**src/rtl/panel_seq_pkg.sv**
```systemverilog
// How it works
// - Output buttons step their output's video input
// - Audio button steps audio source likewise
// - Two-input variant: buttons pick USB-C, HDMI
// - Audio output follows selected source's audio
// - Buttons one and audio within 100ms toggle lock
// - Lock change blinks LEDs four times
// - Locked presses only blink LEDs three quick
// - Audio held 5s starts LED blinking
// - Release, three presses in 3s: dynamic addressing
// - Keep holding past 5s for reset path
// - Audio held 10s blinks LEDs faster
// - Then three presses: defaults, dark, reboot
// - Defaults select dynamic addressing
// - Lights-off keeps every LED unlit
// - Chosen port's status LED blinks once
`default_nettype none
package panel_seq_pkg;
  // ****************************************
  // Timing
  // ****************************************
  localparam int CLK_PERIOD_NS   = 40;
  localparam int TICK_NS         = 1000000;
  localparam int TICK_CYCLES_DEF = (TICK_NS + CLK_PERIOD_NS - 1) / CLK_PERIOD_NS;
  localparam int DEBOUNCE_MS     = 20;
  localparam int LOCK_WIN_MS     = 100;
  localparam int ADDR_HOLD_MS    = 5000;
  localparam int RESET_HOLD_MS   = 10000;
  localparam int TRIPLE_WIN_MS   = 3000;
  localparam int TAP_COUNT       = 3;
  localparam int LOCK_BLINKS     = 4;
  localparam int LOCKED_BLINKS   = 3;
  localparam int BLINK_HALF_MS   = 250;
  localparam int QUICK_HALF_MS   = 60;
  localparam int SLOW_HALF_MS    = 400;
  localparam int FAST_HALF_MS    = 100;
  localparam int DARK_MS         = 1000;
  localparam int PORT_BLINK_MS   = 300;
  // ****************************************
  // Register map
  // ****************************************
  localparam logic [3:0] ADDR_CTRL   = 4'h0;
  localparam logic [3:0] ADDR_SEL    = 4'h4;
  localparam logic [3:0] ADDR_STATUS = 4'h8;
  localparam logic [3:0] ADDR_EVENT  = 4'hc;
  localparam int CTRL_LIGHTS_OFF = 0;
  localparam int CTRL_DHCP       = 1;
  localparam int CTRL_LOCK       = 2;
  localparam int EV_DHCP         = 0;
  localparam int EV_FACTORY      = 1;
  localparam int EV_LOCK         = 2;
  localparam int SEL_W           = 2;
  localparam logic CTRL_DHCP_RST = 1'b1;
  localparam logic [1:0] HTRANS_NONSEQ = 2'h2;
  typedef enum logic [2:0] {S_IDLE, S_HOLD, S_ADDR_HELD, S_RST_HELD, S_ADDR_TAP, S_RST_TAP} seq_state_t;
endpackage
`default_nettype wire

```
**src/rtl/front_panel_button_sequencer.sv**
```systemverilog
`default_nettype none
module front_panel_button_sequencer
  import panel_seq_pkg::*;
#(
  parameter int NUM_INPUTS  = 4,
  parameter bit TWO_INPUT   = 1'b0,
  parameter int TICK_CYCLES = TICK_CYCLES_DEF
) (
  // Clock and reset
  input  wire logic              hclk,
  input  wire logic              hresetn,
  input  wire logic              clk_en,
  // AHB-Lite slave
  input  wire logic              hsel,
  input  wire logic [31:0]       haddr,
  input  wire logic [1:0]        htrans,
  input  wire logic              hwrite,
  input  wire logic [2:0]        hsize,
  input  wire logic [31:0]       hwdata,
  input  wire logic              hready,
  output logic                   hreadyout,
  output logic [31:0]            hrdata,
  output logic                   hresp,
  // Panel buttons: 0..2 output selects, 3 audio
  input  wire logic [3:0]        btn_raw,
  // Crosspoint selections
  output logic [SEL_W-1:0]       sel_out_one,
  output logic [SEL_W-1:0]       sel_out_two,
  output logic [SEL_W-1:0]       sel_out_three,
  output logic [SEL_W-1:0]       audio_src,
  // Configuration store
  output logic                   dhcp_enable,
  output logic                   reboot_req,
  // LEDs
  output logic                   front_led_force,
  output logic                   front_led_lit,
  output logic [3:0]             port_led_blink
);
  initial begin
    if (NUM_INPUTS < 2 || NUM_INPUTS > (1 << SEL_W)) $error("NUM_INPUTS out of range");
    if (TICK_CYCLES < 1 || TICK_CYCLES > 65535) $error("TICK_CYCLES out of range");
  end

  // Next input in cyclic order
  function automatic logic [SEL_W-1:0] adv(input logic [SEL_W-1:0] cur);
    adv = (cur == SEL_W'(NUM_INPUTS - 1)) ? '0 : cur + 1'b1;
  endfunction

  // ****************************************
  // Millisecond tick
  // ****************************************
  logic [15:0] tick_cnt_ff;
  logic        tick;
  assign tick = clk_en && (tick_cnt_ff == 16'(TICK_CYCLES - 1));
  always_ff @(posedge hclk or negedge hresetn) begin
    if (!hresetn) tick_cnt_ff <= 16'h0000;
    else if (clk_en) tick_cnt_ff <= tick ? 16'h0000 : tick_cnt_ff + 16'h0001;
  end

  // ****************************************
  // Button sync and debounce
  // ****************************************
  logic [3:0] sync1_ff, sync2_ff, stable_ff, press;
  logic [4:0] deb_ms_ff [4];
  always_ff @(posedge hclk or negedge hresetn) begin
    if (!hresetn) begin
      sync1_ff <= 4'h0;
      sync2_ff <= 4'h0;
    end else if (clk_en) begin
      sync1_ff <= btn_raw;
      sync2_ff <= sync1_ff;
    end
  end
  // Accept a level only after it holds for the debounce time
  always_comb begin
    for (int i = 0; i < 4; i++)
      press[i] = tick && sync2_ff[i] && !stable_ff[i] && (deb_ms_ff[i] == 5'(DEBOUNCE_MS - 1));
  end
  always_ff @(posedge hclk or negedge hresetn) begin
    if (!hresetn) begin
      stable_ff <= 4'h0;
      for (int i = 0; i < 4; i++) deb_ms_ff[i] <= 5'h00;
    end else if (clk_en) begin
      for (int i = 0; i < 4; i++) begin
        if (sync2_ff[i] == stable_ff[i]) deb_ms_ff[i] <= 5'h00;
        else if (tick) begin
          if (deb_ms_ff[i] == 5'(DEBOUNCE_MS - 1)) begin
            stable_ff[i] <= sync2_ff[i];
            deb_ms_ff[i] <= 5'h00;
          end else deb_ms_ff[i] <= deb_ms_ff[i] + 5'h01;
        end
      end
    end
  end

  // ****************************************
  // Hold and triple-press sequence
  // ****************************************
  seq_state_t  state_ff;
  logic [13:0] seq_ms_ff;
  logic [1:0]  taps_ff;
  logic        lock_ff, tap_state, tap_done, dhcp_go, factory_go, seq_blink, seq_fast, timeout;
  assign tap_state  = (state_ff == S_ADDR_TAP) || (state_ff == S_RST_TAP);
  assign tap_done   = tap_state && press[3] && (taps_ff == 2'(TAP_COUNT - 1));
  assign dhcp_go    = tap_done && (state_ff == S_ADDR_TAP);
  assign factory_go = tap_done && (state_ff == S_RST_TAP);
  assign timeout    = tap_state && !tap_done && tick && (seq_ms_ff == 14'(TRIPLE_WIN_MS - 1));
  assign seq_fast   = (state_ff == S_RST_HELD) || (state_ff == S_RST_TAP);
  assign seq_blink  = seq_fast || (state_ff == S_ADDR_HELD) || (state_ff == S_ADDR_TAP);
  always_ff @(posedge hclk or negedge hresetn) begin
    if (!hresetn) begin
      state_ff  <= S_IDLE;
      seq_ms_ff <= 14'h0000;
      taps_ff   <= 2'h0;
    end else if (clk_en) begin
      case (state_ff)
        S_IDLE: begin
          seq_ms_ff <= 14'h0000;
          if (press[3] && !lock_ff) state_ff <= S_HOLD;
        end
        S_HOLD, S_ADDR_HELD: begin
          if (!stable_ff[3]) begin
            state_ff  <= (state_ff == S_HOLD) ? S_IDLE : S_ADDR_TAP;
            seq_ms_ff <= 14'h0000;
            taps_ff   <= 2'h0;
          end else if (tick) begin
            seq_ms_ff <= seq_ms_ff + 14'h0001;
            if (state_ff == S_HOLD && seq_ms_ff == 14'(ADDR_HOLD_MS - 1)) state_ff <= S_ADDR_HELD;
            if (state_ff == S_ADDR_HELD && seq_ms_ff == 14'(RESET_HOLD_MS - 1)) state_ff <= S_RST_HELD;
          end
        end
        S_RST_HELD: begin
          seq_ms_ff <= 14'h0000;
          taps_ff   <= 2'h0;
          if (!stable_ff[3]) state_ff <= S_RST_TAP;
        end
        S_ADDR_TAP, S_RST_TAP: begin
          if (tap_done || timeout) state_ff <= S_IDLE;
          else begin
            if (press[3]) taps_ff <= taps_ff + 2'h1;
            if (tick) seq_ms_ff <= seq_ms_ff + 14'h0001;
          end
        end
        default: state_ff <= S_IDLE;
      endcase
    end
  end

  // ****************************************
  // Lock pairing and button actions
  // ****************************************
  logic       pend0_ff, pend3_ff, pair_hit, expire;
  logic [6:0] pair_ms_ff;
  logic [3:0] act;
  logic       audio_press;
  assign audio_press = press[3] && !tap_state;
  assign pair_hit = (press[0] && (pend3_ff || audio_press)) || (audio_press && pend0_ff);
  assign expire   = (pend0_ff || pend3_ff) && tick && (pair_ms_ff == 7'(LOCK_WIN_MS - 1));
  assign act      = {expire && pend3_ff, press[2], press[1], expire && pend0_ff};
  always_ff @(posedge hclk or negedge hresetn) begin
    if (!hresetn) begin
      pend0_ff   <= 1'b0;
      pend3_ff   <= 1'b0;
      pair_ms_ff <= 7'h00;
    end else if (clk_en) begin
      if (pair_hit || expire) begin
        pend0_ff <= 1'b0;
        pend3_ff <= 1'b0;
      end else if (press[0] || audio_press) begin
        pend0_ff   <= pend0_ff | press[0];
        pend3_ff   <= pend3_ff | audio_press;
        pair_ms_ff <= 7'h00;
      end else if (tick) pair_ms_ff <= pair_ms_ff + 7'h01;
    end
  end

  // ****************************************
  // Bus slave state
  // ****************************************
  logic       wr_pend_ff;
  logic [3:0] wr_addr_ff;
  logic       wr_ctrl, wr_sel, wr_event;
  logic [2:0] event_ff;
  logic       lights_off_ff, dhcp_ff;
  logic [SEL_W-1:0] sel_ff [4];
  assign wr_ctrl  = clk_en && wr_pend_ff && (wr_addr_ff == ADDR_CTRL);
  assign wr_sel   = clk_en && wr_pend_ff && (wr_addr_ff == ADDR_SEL);
  assign wr_event = clk_en && wr_pend_ff && (wr_addr_ff == ADDR_EVENT);

  // ****************************************
  // Control bits: lock, lights-off, addressing
  // ****************************************
  always_ff @(posedge hclk or negedge hresetn) begin
    if (!hresetn) begin
      lock_ff       <= 1'b0;
      lights_off_ff <= 1'b0;
      dhcp_ff       <= CTRL_DHCP_RST;
    end else if (clk_en) begin
      if (factory_go) begin
        lock_ff       <= 1'b0;
        lights_off_ff <= 1'b0;
        dhcp_ff       <= CTRL_DHCP_RST;
      end else begin
        if (pair_hit) lock_ff <= !lock_ff;
        else if (wr_ctrl) lock_ff <= hwdata[CTRL_LOCK];
        if (wr_ctrl) lights_off_ff <= hwdata[CTRL_LIGHTS_OFF];
        if (dhcp_go) dhcp_ff <= 1'b1;
        else if (wr_ctrl) dhcp_ff <= hwdata[CTRL_DHCP];
      end
    end
  end

  // ****************************************
  // Crosspoint selection
  // ****************************************
  always_ff @(posedge hclk or negedge hresetn) begin
    if (!hresetn) begin
      for (int i = 0; i < 4; i++) sel_ff[i] <= '0;
    end else if (clk_en) begin
      if (factory_go) begin
        for (int i = 0; i < 4; i++) sel_ff[i] <= '0;
      end else if (!lock_ff) begin
        if (TWO_INPUT) begin
          if (act[0]) sel_ff[0] <= SEL_W'(0);
          else if (act[1]) sel_ff[0] <= SEL_W'(1);
          if (act[3]) sel_ff[3] <= adv(sel_ff[3]);
        end else begin
          for (int i = 0; i < 4; i++)
            if (act[i]) sel_ff[i] <= adv(sel_ff[i]);
        end
      end
      if (!lock_ff && (act == 4'h0) && wr_sel) begin
        for (int i = 0; i < 4; i++) sel_ff[i] <= hwdata[i*SEL_W +: SEL_W];
      end
    end
  end
  assign sel_out_one   = sel_ff[0];
  assign sel_out_two   = sel_ff[1];
  assign sel_out_three = sel_ff[2];
  assign audio_src     = sel_ff[3];
  assign dhcp_enable   = dhcp_ff;

  // ****************************************
  // Feedback blink engine
  // ****************************************
  logic [3:0] bl_left_ff;
  logic [9:0] bl_half_ff, bl_ms_ff, sq_ms_ff;
  logic       bl_lit_ff, sq_lit_ff, reboot_ff, locked_press;
  assign locked_press = lock_ff && !pair_hit && (act != 4'h0);
  always_ff @(posedge hclk or negedge hresetn) begin
    if (!hresetn) begin
      bl_left_ff <= 4'h0;
      bl_half_ff <= 10'h000;
      bl_ms_ff   <= 10'h000;
      bl_lit_ff  <= 1'b0;
    end else if (clk_en) begin
      bl_ms_ff <= 10'h000;
      if (dhcp_go || factory_go) begin
        bl_left_ff <= 4'h1;
        bl_half_ff <= 10'(DARK_MS);
        bl_lit_ff  <= 1'b0;
      end else if (pair_hit) begin
        bl_left_ff <= 4'(2 * LOCK_BLINKS);
        bl_half_ff <= 10'(BLINK_HALF_MS);
        bl_lit_ff  <= 1'b1;
      end else if (locked_press) begin
        bl_left_ff <= 4'(2 * LOCKED_BLINKS);
        bl_half_ff <= 10'(QUICK_HALF_MS);
        bl_lit_ff  <= 1'b1;
      end else if (bl_left_ff != 4'h0) begin
        bl_ms_ff <= bl_ms_ff;
        if (tick) begin
          if (bl_ms_ff == bl_half_ff - 10'h001) begin
            bl_left_ff <= bl_left_ff - 4'h1;
            bl_lit_ff  <= !bl_lit_ff;
            bl_ms_ff   <= 10'h000;
          end else bl_ms_ff <= bl_ms_ff + 10'h001;
        end
      end
    end
  end
  // Continuous blink during the hold sequence
  always_ff @(posedge hclk or negedge hresetn) begin
    if (!hresetn) begin
      sq_ms_ff  <= 10'h000;
      sq_lit_ff <= 1'b0;
    end else if (clk_en) begin
      if (!seq_blink) begin
        sq_ms_ff  <= 10'h000;
        sq_lit_ff <= 1'b1;
      end else if (tick) begin
        if (sq_ms_ff >= (seq_fast ? 10'(FAST_HALF_MS - 1) : 10'(SLOW_HALF_MS - 1))) begin
          sq_ms_ff  <= 10'h000;
          sq_lit_ff <= !sq_lit_ff;
        end else sq_ms_ff <= sq_ms_ff + 10'h001;
      end
    end
  end

  // ****************************************
  // Port status blink and reboot
  // ****************************************
  logic [3:0] pb_ff;
  logic [8:0] pb_ms_ff;
  always_ff @(posedge hclk or negedge hresetn) begin
    if (!hresetn) begin
      pb_ff    <= 4'h0;
      pb_ms_ff <= 9'h000;
      reboot_ff <= 1'b0;
    end else if (clk_en) begin
      reboot_ff <= factory_go;
      if (!lock_ff && (act != 4'h0)) begin
        pb_ff    <= act;
        pb_ms_ff <= 9'h000;
      end else if (tick && pb_ff != 4'h0) begin
        if (pb_ms_ff == 9'(PORT_BLINK_MS - 1)) pb_ff <= 4'h0;
        else pb_ms_ff <= pb_ms_ff + 9'h001;
      end
    end
  end
  assign reboot_req      = reboot_ff;
  assign front_led_force = lights_off_ff || seq_blink || (bl_left_ff != 4'h0);
  assign front_led_lit   = !lights_off_ff && (seq_blink ? sq_lit_ff : (bl_left_ff != 4'h0) && bl_lit_ff);
  assign port_led_blink  = lights_off_ff ? 4'h0 : pb_ff;

  // ****************************************
  // AHB-Lite register access
  // ****************************************
  logic [31:0] rdata_ff;
  always_ff @(posedge hclk or negedge hresetn) begin
    if (!hresetn) begin
      wr_pend_ff <= 1'b0;
      wr_addr_ff <= 4'h0;
      rdata_ff   <= 32'h0000_0000;
    end else if (clk_en) begin
      wr_pend_ff <= 1'b0;
      if (hready && hsel && htrans == HTRANS_NONSEQ) begin
        wr_pend_ff <= hwrite && (haddr[31:4] == 28'h0000000);
        wr_addr_ff <= haddr[3:0];
        rdata_ff   <= 32'h0000_0000;
        if (!hwrite && haddr[31:4] == 28'h0000000) begin
          case (haddr[3:0])
            ADDR_CTRL:   rdata_ff <= {29'h0, lock_ff, dhcp_ff, lights_off_ff};
            ADDR_SEL:    rdata_ff <= {24'h0, sel_ff[3], sel_ff[2], sel_ff[1], sel_ff[0]};
            ADDR_STATUS: rdata_ff <= {16'h0, 5'h0, state_ff, taps_ff, 2'h0, stable_ff};
            ADDR_EVENT:  rdata_ff <= {29'h0, event_ff};
            default:     rdata_ff <= 32'h0000_0000;
          endcase
        end
      end
    end
  end
  // Sticky events, write one to clear; a new event wins
  always_ff @(posedge hclk or negedge hresetn) begin
    if (!hresetn) event_ff <= 3'h0;
    else if (clk_en) event_ff <= (event_ff & ~(wr_event ? hwdata[2:0] : 3'h0)) | {pair_hit, factory_go, dhcp_go};
  end
  assign hreadyout = clk_en;
  assign hrdata    = rdata_ff;
  assign hresp     = 1'b0;
endmodule // front_panel_button_sequencer
`default_nettype wire

```
**config.mk**
```make
export PLATFORM = sky130hd
export DESIGN_NAME = front_panel_button_sequencer
export DESIGN_NICKNAME = d
export VERILOG_FILES = /design/src/rtl/panel_seq_pkg.sv /design/src/rtl/front_panel_button_sequencer.sv
export SDC_FILE = /design/constraint.sdc
export NUM_CORES = 1
export LEC_CHECK = 0
export BUFFER_PORTS_ARGS = -buffer_cell sky130_fd_sc_hd__clkbuf_2
export CAP_MARGIN = 0
export CORE_ASPECT_RATIO = 1.1
export CORE_MARGIN = 3
export CORE_UTILIZATION = 40
export CTS_BUF_LIST = sky130_fd_sc_hd__clkbuf_4
export DETAILED_ROUTE_END_ITERATION = 8
export PLACE_DENSITY = 0.64
export SLEW_MARGIN = 20
export SYNTH_ARGS = -nofsm -noshare
export SYNTH_HDL_FRONTEND = slang
export SYNTH_SLANG_ARGS = --single-unit
```
**constraint.sdc**
```tcl
create_clock -name hclk -period 5.57 [get_ports hclk]
set_input_delay 0.557 -clock hclk [delete_from_list [all_inputs] [get_ports hclk]]
set_output_delay 0.557 -clock hclk [all_outputs]
set_load 0.005 [all_outputs]
```
== After elaboration in Yosys (flattened, before gate mapping) ==
Cells that the tools add are included.
Word-level totals
  output and inout bits: 50
  register bits after elaboration: 177
  bits of input ports: 79
  word-level logic and storage cells: 335
Operators by class
  add/subtract/negate cells: 17
  equal/unequal tests: 44
  magnitude comparators: 1
  bitwise logic cells: 10
  reductions and logical operators: 131
  multiplexer cells: 95
Operators by type and width (count)
  2-to-1 mux 10 bit: 12
  2-to-1 mux 5 bit: 12
  logical AND 1 bit: 46
  one-hot mux 11 bit (4 select lines): 1
  2-to-1 mux 14 bit: 3
  one-hot mux 14 bit (3 select lines): 1
  2-to-1 mux 4 bit: 10
  2-to-1 mux 9 bit: 4
  logical NOT 28 bit: 1
  2-to-1 mux 3 bit: 9
  AND reduction 3 bit: 9
  nonzero test 3 bit: 9
  2-to-1 mux 8 bit: 3
  AND reduction 2 bit: 12
  nonzero test 4 bit: 6
  2-to-1 mux 1 bit: 23
  2-to-1 mux 2 bit: 11
  adder 10 x 1 -> 10 bit (second input constant): 2
  adder 5 x 1 -> 5 bit (second input constant): 4
  == test 5 bit (second input constant): 4
  AND reduction 4 bit: 5
  nonzero test 2 bit: 9
  adder 16 x 1 -> 16 bit (second input constant): 1
  == test 16 x 15 -> 1 bit (second input constant): 1
  43 further kinds: 100

== Depth between registers and ports, before layout ==
Gate-level depths: netlist of run 1.
  word-level depth: 15
  gate-level depth with buffers: 11
  mapped depth without buffers: 10

== Worst setup path after synthesis of run 1 ==
No wires, ideal clock.
  path type: reg2reg
  start point: reg state_ff[2]
  end point: reg sq_lit_ff
  stages on the path, launching flop included: 12
  setup time: 0.125 ns
  data arrival time: 2.870 ns
  path slack: 2.576 ns
  path buffers: 1
  data required time: 5.445 ns
  path through: dfrtp_1 clkbuf_1 nand2b_1 nand2_1 and2_1 ha_1 a21o_1 a211o_1 a21o_1 a2111oi_4 nor3_2 mux2_2
On the way
  longest elaborated chain between the ends: 6
  elaborated cells between the ends (all ways): 13
  classes of those cells: order compare: 1; eq/ne: 6; mux: 2; reduce/logical: 4
Ends and longest elaborated chain
  start, declared: line front_panel_button_sequencer.sv:99  | seq_state_t state_ff;
  start signal, assigned: line front_panel_button_sequencer.sv:123  | state_ff <= (state_ff == S_HOLD) ? S_IDLE : S_ADDR_TAP;
  == test 3 x 2 -> 1 bit / == test 3 bit (equally long branches): line front_panel_button_sequencer.sv:108  | assign seq_fast = (state_ff == S_RST_HELD) || (state_ff == S_RST_TAP);
  logical OR 1 bit: line front_panel_button_sequencer.sv:108
  2-to-1 mux 9 bit / logical OR 1 bit (equally long branches): line front_panel_button_sequencer.sv:292, front_panel_button_sequencer.sv:109
  greater-or-equal comparator 10 x 9 -> 1 bit / logical OR 1 bit (equally long branches): line front_panel_button_sequencer.sv:292, front_panel_button_sequencer.sv:109
  inequality test 2 x 1 -> 1 bit (no line) / inequality test 2 bit (equally long branches)
  AND reduction 3 bit (no line)
  end signal, assigned: line front_panel_button_sequencer.sv:294  | sq_lit_ff <= !sq_lit_ff;
  end, declared: line front_panel_button_sequencer.sv:248  | logic bl_lit_ff, sq_lit_ff, reboot_ff, locked_press;
Parallel ways exist; a longest one is shown, timed or not.
A chain may end at the register's enable or synchronous reset.

== Worst setup path in the final report of run 1 ==
  start point: reg state_ff[1]
  end point: reg sq_lit_ff
The elaborated chain is that of the path after synthesis.

==> metrics.md, run 1 <==
| Metric | Value |
|---|---|
| Outcome | `finished clean` |
| Fin nets | `1087` |
| Critical R2R Capture | `sq_lit_ff$_DFFE_PN0P_` |
| Period Utilization, post-route | `63.6%` |
| Mean Syn Cell Area | `9.55 um^2` |
| Final design utilization | `45.8%` |
| Post-CTS setup buffer count | `0` |
| Slew @ Worst Pin | `0.944 ns` |
| Highest clock rate | `0.282 GHz` |
| Crit-path cells | `nand2b_1 -> nand2_1 -> and2_1 -> ha_1 -> a21o_1 -> a211o_1 -> a21o_1 -> a2111oi_4 -> nor3_2 -> mux2_2` |
| R2R Setup Slk | `2.02 ns` |
| Seq/Total Area, Yosys | `43.8%` |
| EDFF count, synth | `0` |
| Skew-Pair Late Insertion Delay | `0.57 ns` |
| CP most frequent cell | `a21o_1` |
| Post-layout minimum cycle time | `3.55 ns` |
| Global-route wire length before repair | `34.9 mm` |
| Pre-Repair DR Iteration Count | `5` |
| Initial Util | `41.4%` |
| Worst Path Required | `6.05 ns` |
| DRC errors left | `0` |
| Max-slew headroom | `37.0%` |
| Fillers | `2076` |
| Ys async rst share | `100%` |
| Delay of the slowest critical-path stage | `0.64 ns` |
| Root Driver | `clkbuf_4` |
| Initial antenna violation count | `2` |
| GRT Residual Overflow | `0` |
| Post-Syn Area | `8690 um^2` |
| HPWL after DPL | `14.6 mm` |
| Area Overhead vs Synth | `10.7%` |
| Total of max-cap violations | `0` |
| Post-route ant nets | `0` |
| Setup TNS | `0 ns` |
| Share of cells above drive strength 1 | `17.5%` |
| Die Wd | `147 um` |
| Worst Path Max Fanout | `15` |
| Critical-path top delay cell | `dfrtp_1` |
| Crit path buf inv count | `0` |
| Pleak | `4.18 nW` |
| Register area | `3800 um^2` |
| Routability cong. | `0.800` |
| CTS tree | `yes` |
| H-Tree Depth | `4` |
| Fin. Hold Viols | `0` |
| Multi-input gate area | `4520 um^2` |
| Io pins | `129` |
| Pwr dens | `222 nW/um^2` |
| Max Slew Vio Count | `0` |
| Largest net degree at the start of global routing | `101` |
| WL final | `20.6 mm` |
| Gate Count Post-Synth | `910` |
| Startpoint class of the critical path | `flip-flop` |
| Critical path origin | `state_ff[1]$_DFFE_PN0P_` |
| Port bufs | `79` |
| Gr usage total | `17.9%` |
| Vias in the first global route | `6835` |
| CP Capture Type | `flip-flop` |
| Synth cell types | `77` |
| Critical path's top delay family | `compound AO/OA/AOI/OAI gates` |
| Avg WL per Cell | `16.1 um` |
| Drt via density | `5.46` |
| R2R depth | `10` |
| DRT iter0 DRCs | `392` |
| Core Box Area | `21000 um^2` |
| Final setup viols | `0` |
| Hold/Removal Path Class | `in -> async` |
| Core Rows | `55` |
| Clock buffer count from CTS | `17` |
| CTS Sinks | `152` |
| Detailed-route via count | `7015` |
| Worst VDD drop | `0.000147 V` |
| CTS max path bufs | `2` |
| Clock slew at reported path FFs | `0.15 ns` |
| Die Y-Extent | `161 um` |
| Final Skew | `0.0234 ns` |
| CP arrival | `4.03 ns` |
| Die ar. | `23500 um^2` |
| Ys Warns | `0` |
| FF-to-FF Start | `state_ff[1]$_DFFE_PN0P_` |
| Register bit total from synthesis | `152` |
| # hold bufs at CTS | `0` |
| Ys flop type | `dfrtp_1` |
| RSZ-0062 raised after global routing | `false` |
| Critical path class | `reg -> reg` |
| # resized after CTS | `0` |
[how the worst max path moves through the flow]
stage,endpoint,slack (ns),cells past startpoint
global route,sq_ms_ff[2]$_DFFE_PN0P_,1.75,10
detailed placement,sq_lit_ff$_DFFE_PN0P_,2.01,10
finish,sq_lit_ff$_DFFE_PN0P_,2.02,10
global placement,sq_ms_ff[2]$_DFFE_PN0P_,2.01,10
CTS,sq_lit_ff$_DFFE_PN0P_,2.01,10
floorplan,sq_lit_ff$_DFFE_PN0P_,2.58,11
[cell families (layout without fill, tap and decap cells)]
| logic type | count (synthesis) | after routing | share of synthesized area (%) |
|---|---|---|---|
| AO/OA/AOI/OAI | 198 | 198 | 15.8 |
| XOR/XNOR | 53 | 53 | 5.34 |
| adder cells (fa/ha/maj) | 23 | 23 | 3.31 |
| buffers and inverters | 94 | 161 | 5.22 |
| flip-flops | 152 | 152 | 43.8 |
| multiplexers | 28 | 28 | 3.99 |
| other | 1 | 23 | 0.0431 |
| AND/OR/NAND/NOR | 361 | 361 | 22.5 |
[per-stage QoR]
stage / std cells / area, um^2 / hold slack, ns / power (mW) / setup slack, ns
after global placement: 1251 / 9300 / 0.454 / 1.37 / 2.01
after floorplan: 931 / 8770 / 0.261 / 1.31 / 2.58
final: 1284 / 9620 / 0.0314 / 2.14 / 2.02
after detailed placement: 1251 / 9300 / 0.467 / 1.38 / 2.01
after global routing: 1284 / 9620 / 0.0819 / 2.25 / 1.75
after CTS: 1283 / 9620 / 0.0689 / 2.17 / 2.01
[sequential cells by signal, indices dropped and copies added (netlist names), 6 cells and up]
name         cells
bl_half_ff       6
bl_ms_ff        10
deb_ms_ff       20
hrdata          11
pair_ms_ff       7
pb_ms_ff         9
seq_ms_ff       14
sq_ms_ff        10
tick_cnt_ff     16
[cell type report]
type / instances / area share [%]
sequential: 152 / 39.6
multi-input combinational: 685 / 47.0
clock inverter: 13 / 1.86
timing repair buffer: 86 / 4.72
clock buffer: 19 / 1.48
antenna: 1 / 0.0260
inverter: 43 / 1.68
tap: 285 / 3.71
[Yosys cell counts, types with 15 or more instances]
library cell	count	area, um^2
o21ai_0	60	300
inv_1	42	158
dfrtp_1	151	3780
nor3_1	22	110
nand2_1	74	278
mux2_2	23	259
nand3_1	39	195
a21oi_1	25	125
nand4_1	18	113
xnor2_1	40	350
nor4_1	23	144
ha_1	23	288
buf_4	24	180
nor2_1	83	312
nor2b_1	15	93.8
[cells in the final DEF, fill, tap and decap left out, types with 8 or more instances in the layout]
cell type / instances
a21o_1: 9
a21oi_1: 25
a22o_1: 8
a31oi_1: 13
a32o_1: 10
and3_1: 9
clkbuf_2: 78
clkbuf_4: 19
conb_1: 22
dfrtp_1: 151
ha_1: 23
inv_1: 42
mux2_2: 23
nand2_1: 74
nand2b_1: 10
nand3_1: 39
nand4_1: 18
nor2_1: 83
nor2b_1: 15
nor3_1: 22
nor4_1: 22
o21ai_0: 60
o31ai_1: 11
or3_1: 10
xnor2_1: 40
xor2_1: 13
[metal layers]
metal,vias to the layer above,track usage (%),share of wire (%)
met3,19,3.30,3.2
met4,2,4.62,1.1
met5,-,0,0.058
met1,3433,24.2,46
met2,110,30.0,49
li1,3451,-,-
[report_power, final]
part	switching [mW]	leakage, nW	total (mW)	internal, mW
registers	0.0449	2.02	1.19	1.14
logic	0.0964	2.00	0.168	0.0711
clock network	0.421	0.168	0.784	0.363
Power figures use the tool's default switching activity.
==> run 2: changes to the inputs <==
--- a/config.mk
+++ b/config.mk
@@ -12,7 +12,7 @@
 export CORE_UTILIZATION = 40
 export CTS_BUF_LIST = sky130_fd_sc_hd__clkbuf_4
 export DETAILED_ROUTE_END_ITERATION = 8
-export PLACE_DENSITY = 0.64
+export PLACE_DENSITY = 0.67
 export SLEW_MARGIN = 20
 export SYNTH_ARGS = -nofsm -noshare
 export SYNTH_HDL_FRONTEND = slang
==> constraint.sdc (replaced) <==
create_clock -name hclk -period 3.1 [get_ports hclk]
set_input_delay 0.31 -clock hclk [delete_from_list [all_inputs] [get_ports hclk]]
set_output_delay 0.31 -clock hclk [all_outputs]
set_load 0.005 [all_outputs]
==> metrics.md, run 2 (synthesis results as in run 1) <==
| Metric | Value |
|---|---|
| Critical R2R Capture | `sq_ms_ff[2]$_DFFE_PN0P_` |
| Max Slew Vio Count | `0` |
| Pleak | `4.33 nW` |
| Max FFs per register | `20` |
| Clock buffer count from CTS | `17` |
| Slew @ Worst Pin | `0.660 ns` |
| Avg WL per Cell | `16.0 um` |
| Worst Path Required | `3.57 ns` |
| Core Box Area | `21000 um^2` |
| Critical path origin | `state_ff[1]$_DFFE_PN0P_` |
| CTS max path bufs | `2` |
| HPWL after DPL | `15.4 mm` |
| Gate power share | `8.5%` |
| CP arrival | `3.29 ns` |
| Fin. Hold Viols | `0` |
| Gr usage total | `18.2%` |
| Fillers | `2006` |
| Largest net degree at the start of global routing | `68` |
| Flop pwr share | `56.2%` |
| Top flop regs | `deb_ms_ff x20, tick_cnt_ff x16, seq_ms_ff x14` |
| Pwr dens | `385 nW/um^2` |
| Post-route ant nets | `0` |
| Root Driver | `clkbuf_4` |
| Startpoint class of the critical path | `flip-flop` |
| Delay of the slowest critical-path stage | `0.47 ns` |
| Port bufs | `79` |
| Critical path class | `reg -> reg` |
| Total of max-cap violations | `0` |
| RSZ-0062 raised after global routing | `false` |
| Register area | `3800 um^2` |
| Clock power share | `35.3%` |
| Crit path capture | `sq_ms_ff[2]$_DFFE_PN0P_` |
| Hold/Removal Path Class | `in -> reg` |
| Final design utilization | `47.0%` |
| Skew-Pair Late Insertion Delay | `0.58 ns` |
| Tot Pwr | `3.80 mW` |
| Area Overhead vs Synth | `13.6%` |
| Multi-input gate area | `4520 um^2` |
| Worst Path Max Fanout | `7` |
| DRT iter0 DRCs | `481` |
| Final Skew | `0.0216 ns` |
| Setup TNS | `0 ns` |
| Core Rows | `55` |
| H-Tree Depth | `4` |
| CTS tree | `yes` |
| Max-slew headroom | `55.7%` |
| Fin nets | `1118` |
| R2R Setup Slk | `0.28 ns` |
| Most common cell after layout, fill and taps aside | `dfrtp_1` |
| WL final | `21.0 mm` |
| Share of cells above drive strength 1 | `19.1%` |
| Detailed-route via count | `7155` |
| Critical-path top delay cell | `dfrtp_1` |
| DRC errors left | `0` |
| Worst VDD drop | `0.000246 V` |
| Io pins | `129` |
| Die ar. | `23500 um^2` |
| CP Capture Type | `flip-flop` |
| Die Wd | `147 um` |
| Vias in the first global route | `7022` |
| Reg with most FFs | `deb_ms_ff` |
| Period Utilization, post-route | `91.0%` |
| R2R depth | `10` |
| FF-to-FF Start | `state_ff[1]$_DFFE_PN0P_` |
| Global-route wire length before repair | `35.5 mm` |
| CP most frequent cell | `a21o_1` |
| CTS Sinks | `152` |
| Worst Hold Launch | `hwdata[1]` |
| Drt via density | `5.44` |
| Outcome | `finished clean` |
| Clock slew at reported path FFs | `0.14 ns` |
| Initial antenna violation count | `1` |
| Die Y-Extent | `161 um` |
| GRT Residual Overflow | `0` |
| Highest-count cells in the layout ignoring fill and taps | `151 x dfrtp_1, 83 x nor2_1, 78 x clkbuf_2, 74 x nand2_1, 60 x o21ai_0` |
| Switch Pwr | `1.02 mW` |
| Routability cong. | `0.836` |
| Initial Util | `41.4%` |
| Internal power | `2.78 mW` |
| Final setup viols | `0` |
| Highest clock rate | `0.355 GHz` |
| Pre-Repair DR Iteration Count | `5` |
| Post-layout minimum cycle time | `2.82 ns` |
| Crit-path cells | `nand2b_1 -> nand2_1 -> and2_1 -> ha_1 -> a21o_1 -> a211o_1 -> a21o_1 -> a2111oi_4 -> nor2_1 -> o311ai_0` |
| Sw Ratio | `26.9%` |
## run 2: metal layers
metal | up-vias | track usage [%] | wire (um)
li1 | 3488 | - | -
met1 | 3492 | 24.5 | 9540
met2 | 148 | 29.6 | 10200
met3 | 27 | 3.81 | 795
met4 | 0 | 5.43 | 419
met5 | - | 0 | 0
## run 2: critical path, delay by kind of cell, from the launching register on
family | cells | cell delay (ns)
and+or+nand+nor | 4 | 0.63
DFF | 1 | 0.47
AOI/OAI and AO/OA | 5 | 1.37
adders and majority gates | 1 | 0.25
## run 2: worst min path at each step
stage,cells past startpoint,slack [ns],endpoint
3_5_place_dp,1,0.29,bl_ms_ff[8]$_DFFE_PN0P_
6_report,2,0.07,sel_out_one[1]$_DFFE_PN0P_
4_1_cts,3,0.04,sel_out_three[1]$_DFFE_PN0P_
3_3_place_gp,1,0.29,bl_ms_ff[8]$_DFFE_PN0P_
2_1_floorplan,0,0.01,audio_src[0]$_DFFE_PN0P_
5_1_grt,3,0.04,sel_out_three[1]$_DFFE_PN0P_
## run 2: layout make-up
type | count | share of cell area (%)
Sequential cell | 152 | 38.5
Inverter | 43 | 1.63
Antenna cell | 1 | 0.0253
Multi-Input combinational cell | 685 | 45.8
Clock buffer | 20 | 1.52
Timing Repair Buffer | 117 | 7.36
Clock inverter | 12 | 1.55
Tap cell | 285 | 3.61
## run 2: metrics by stage
step,cells,hold WS [ns],setup WS [ns],instance area [um^2]
floorplan,931,0.0144,0.106,8770
global placement,1271,0.290,0.332,9460
detailed placement,1271,0.293,0.269,9460
CTS,1314,0.0366,0.241,9870
global route,1315,0.0382,0.00755,9870
finish,1315,0.0745,0.280,9870
## run 2: repair_timing
action	CTS	global route
hold buffers	11	0
endpoints found under the hold margin	62	0
setup buffers	0	0
gates resized for setup	0	0
## run 2: power by group through the flow
stage,Combinational (mW),Clock (mW),Sequential (mW)
after global routing,0.367,1.46,2.15
after detailed placement,0.313,0,2.17
after global placement,0.308,0,2.17
after floorplan,0.207,0,2.15
after CTS,0.325,1.38,2.13
final,0.322,1.34,2.13
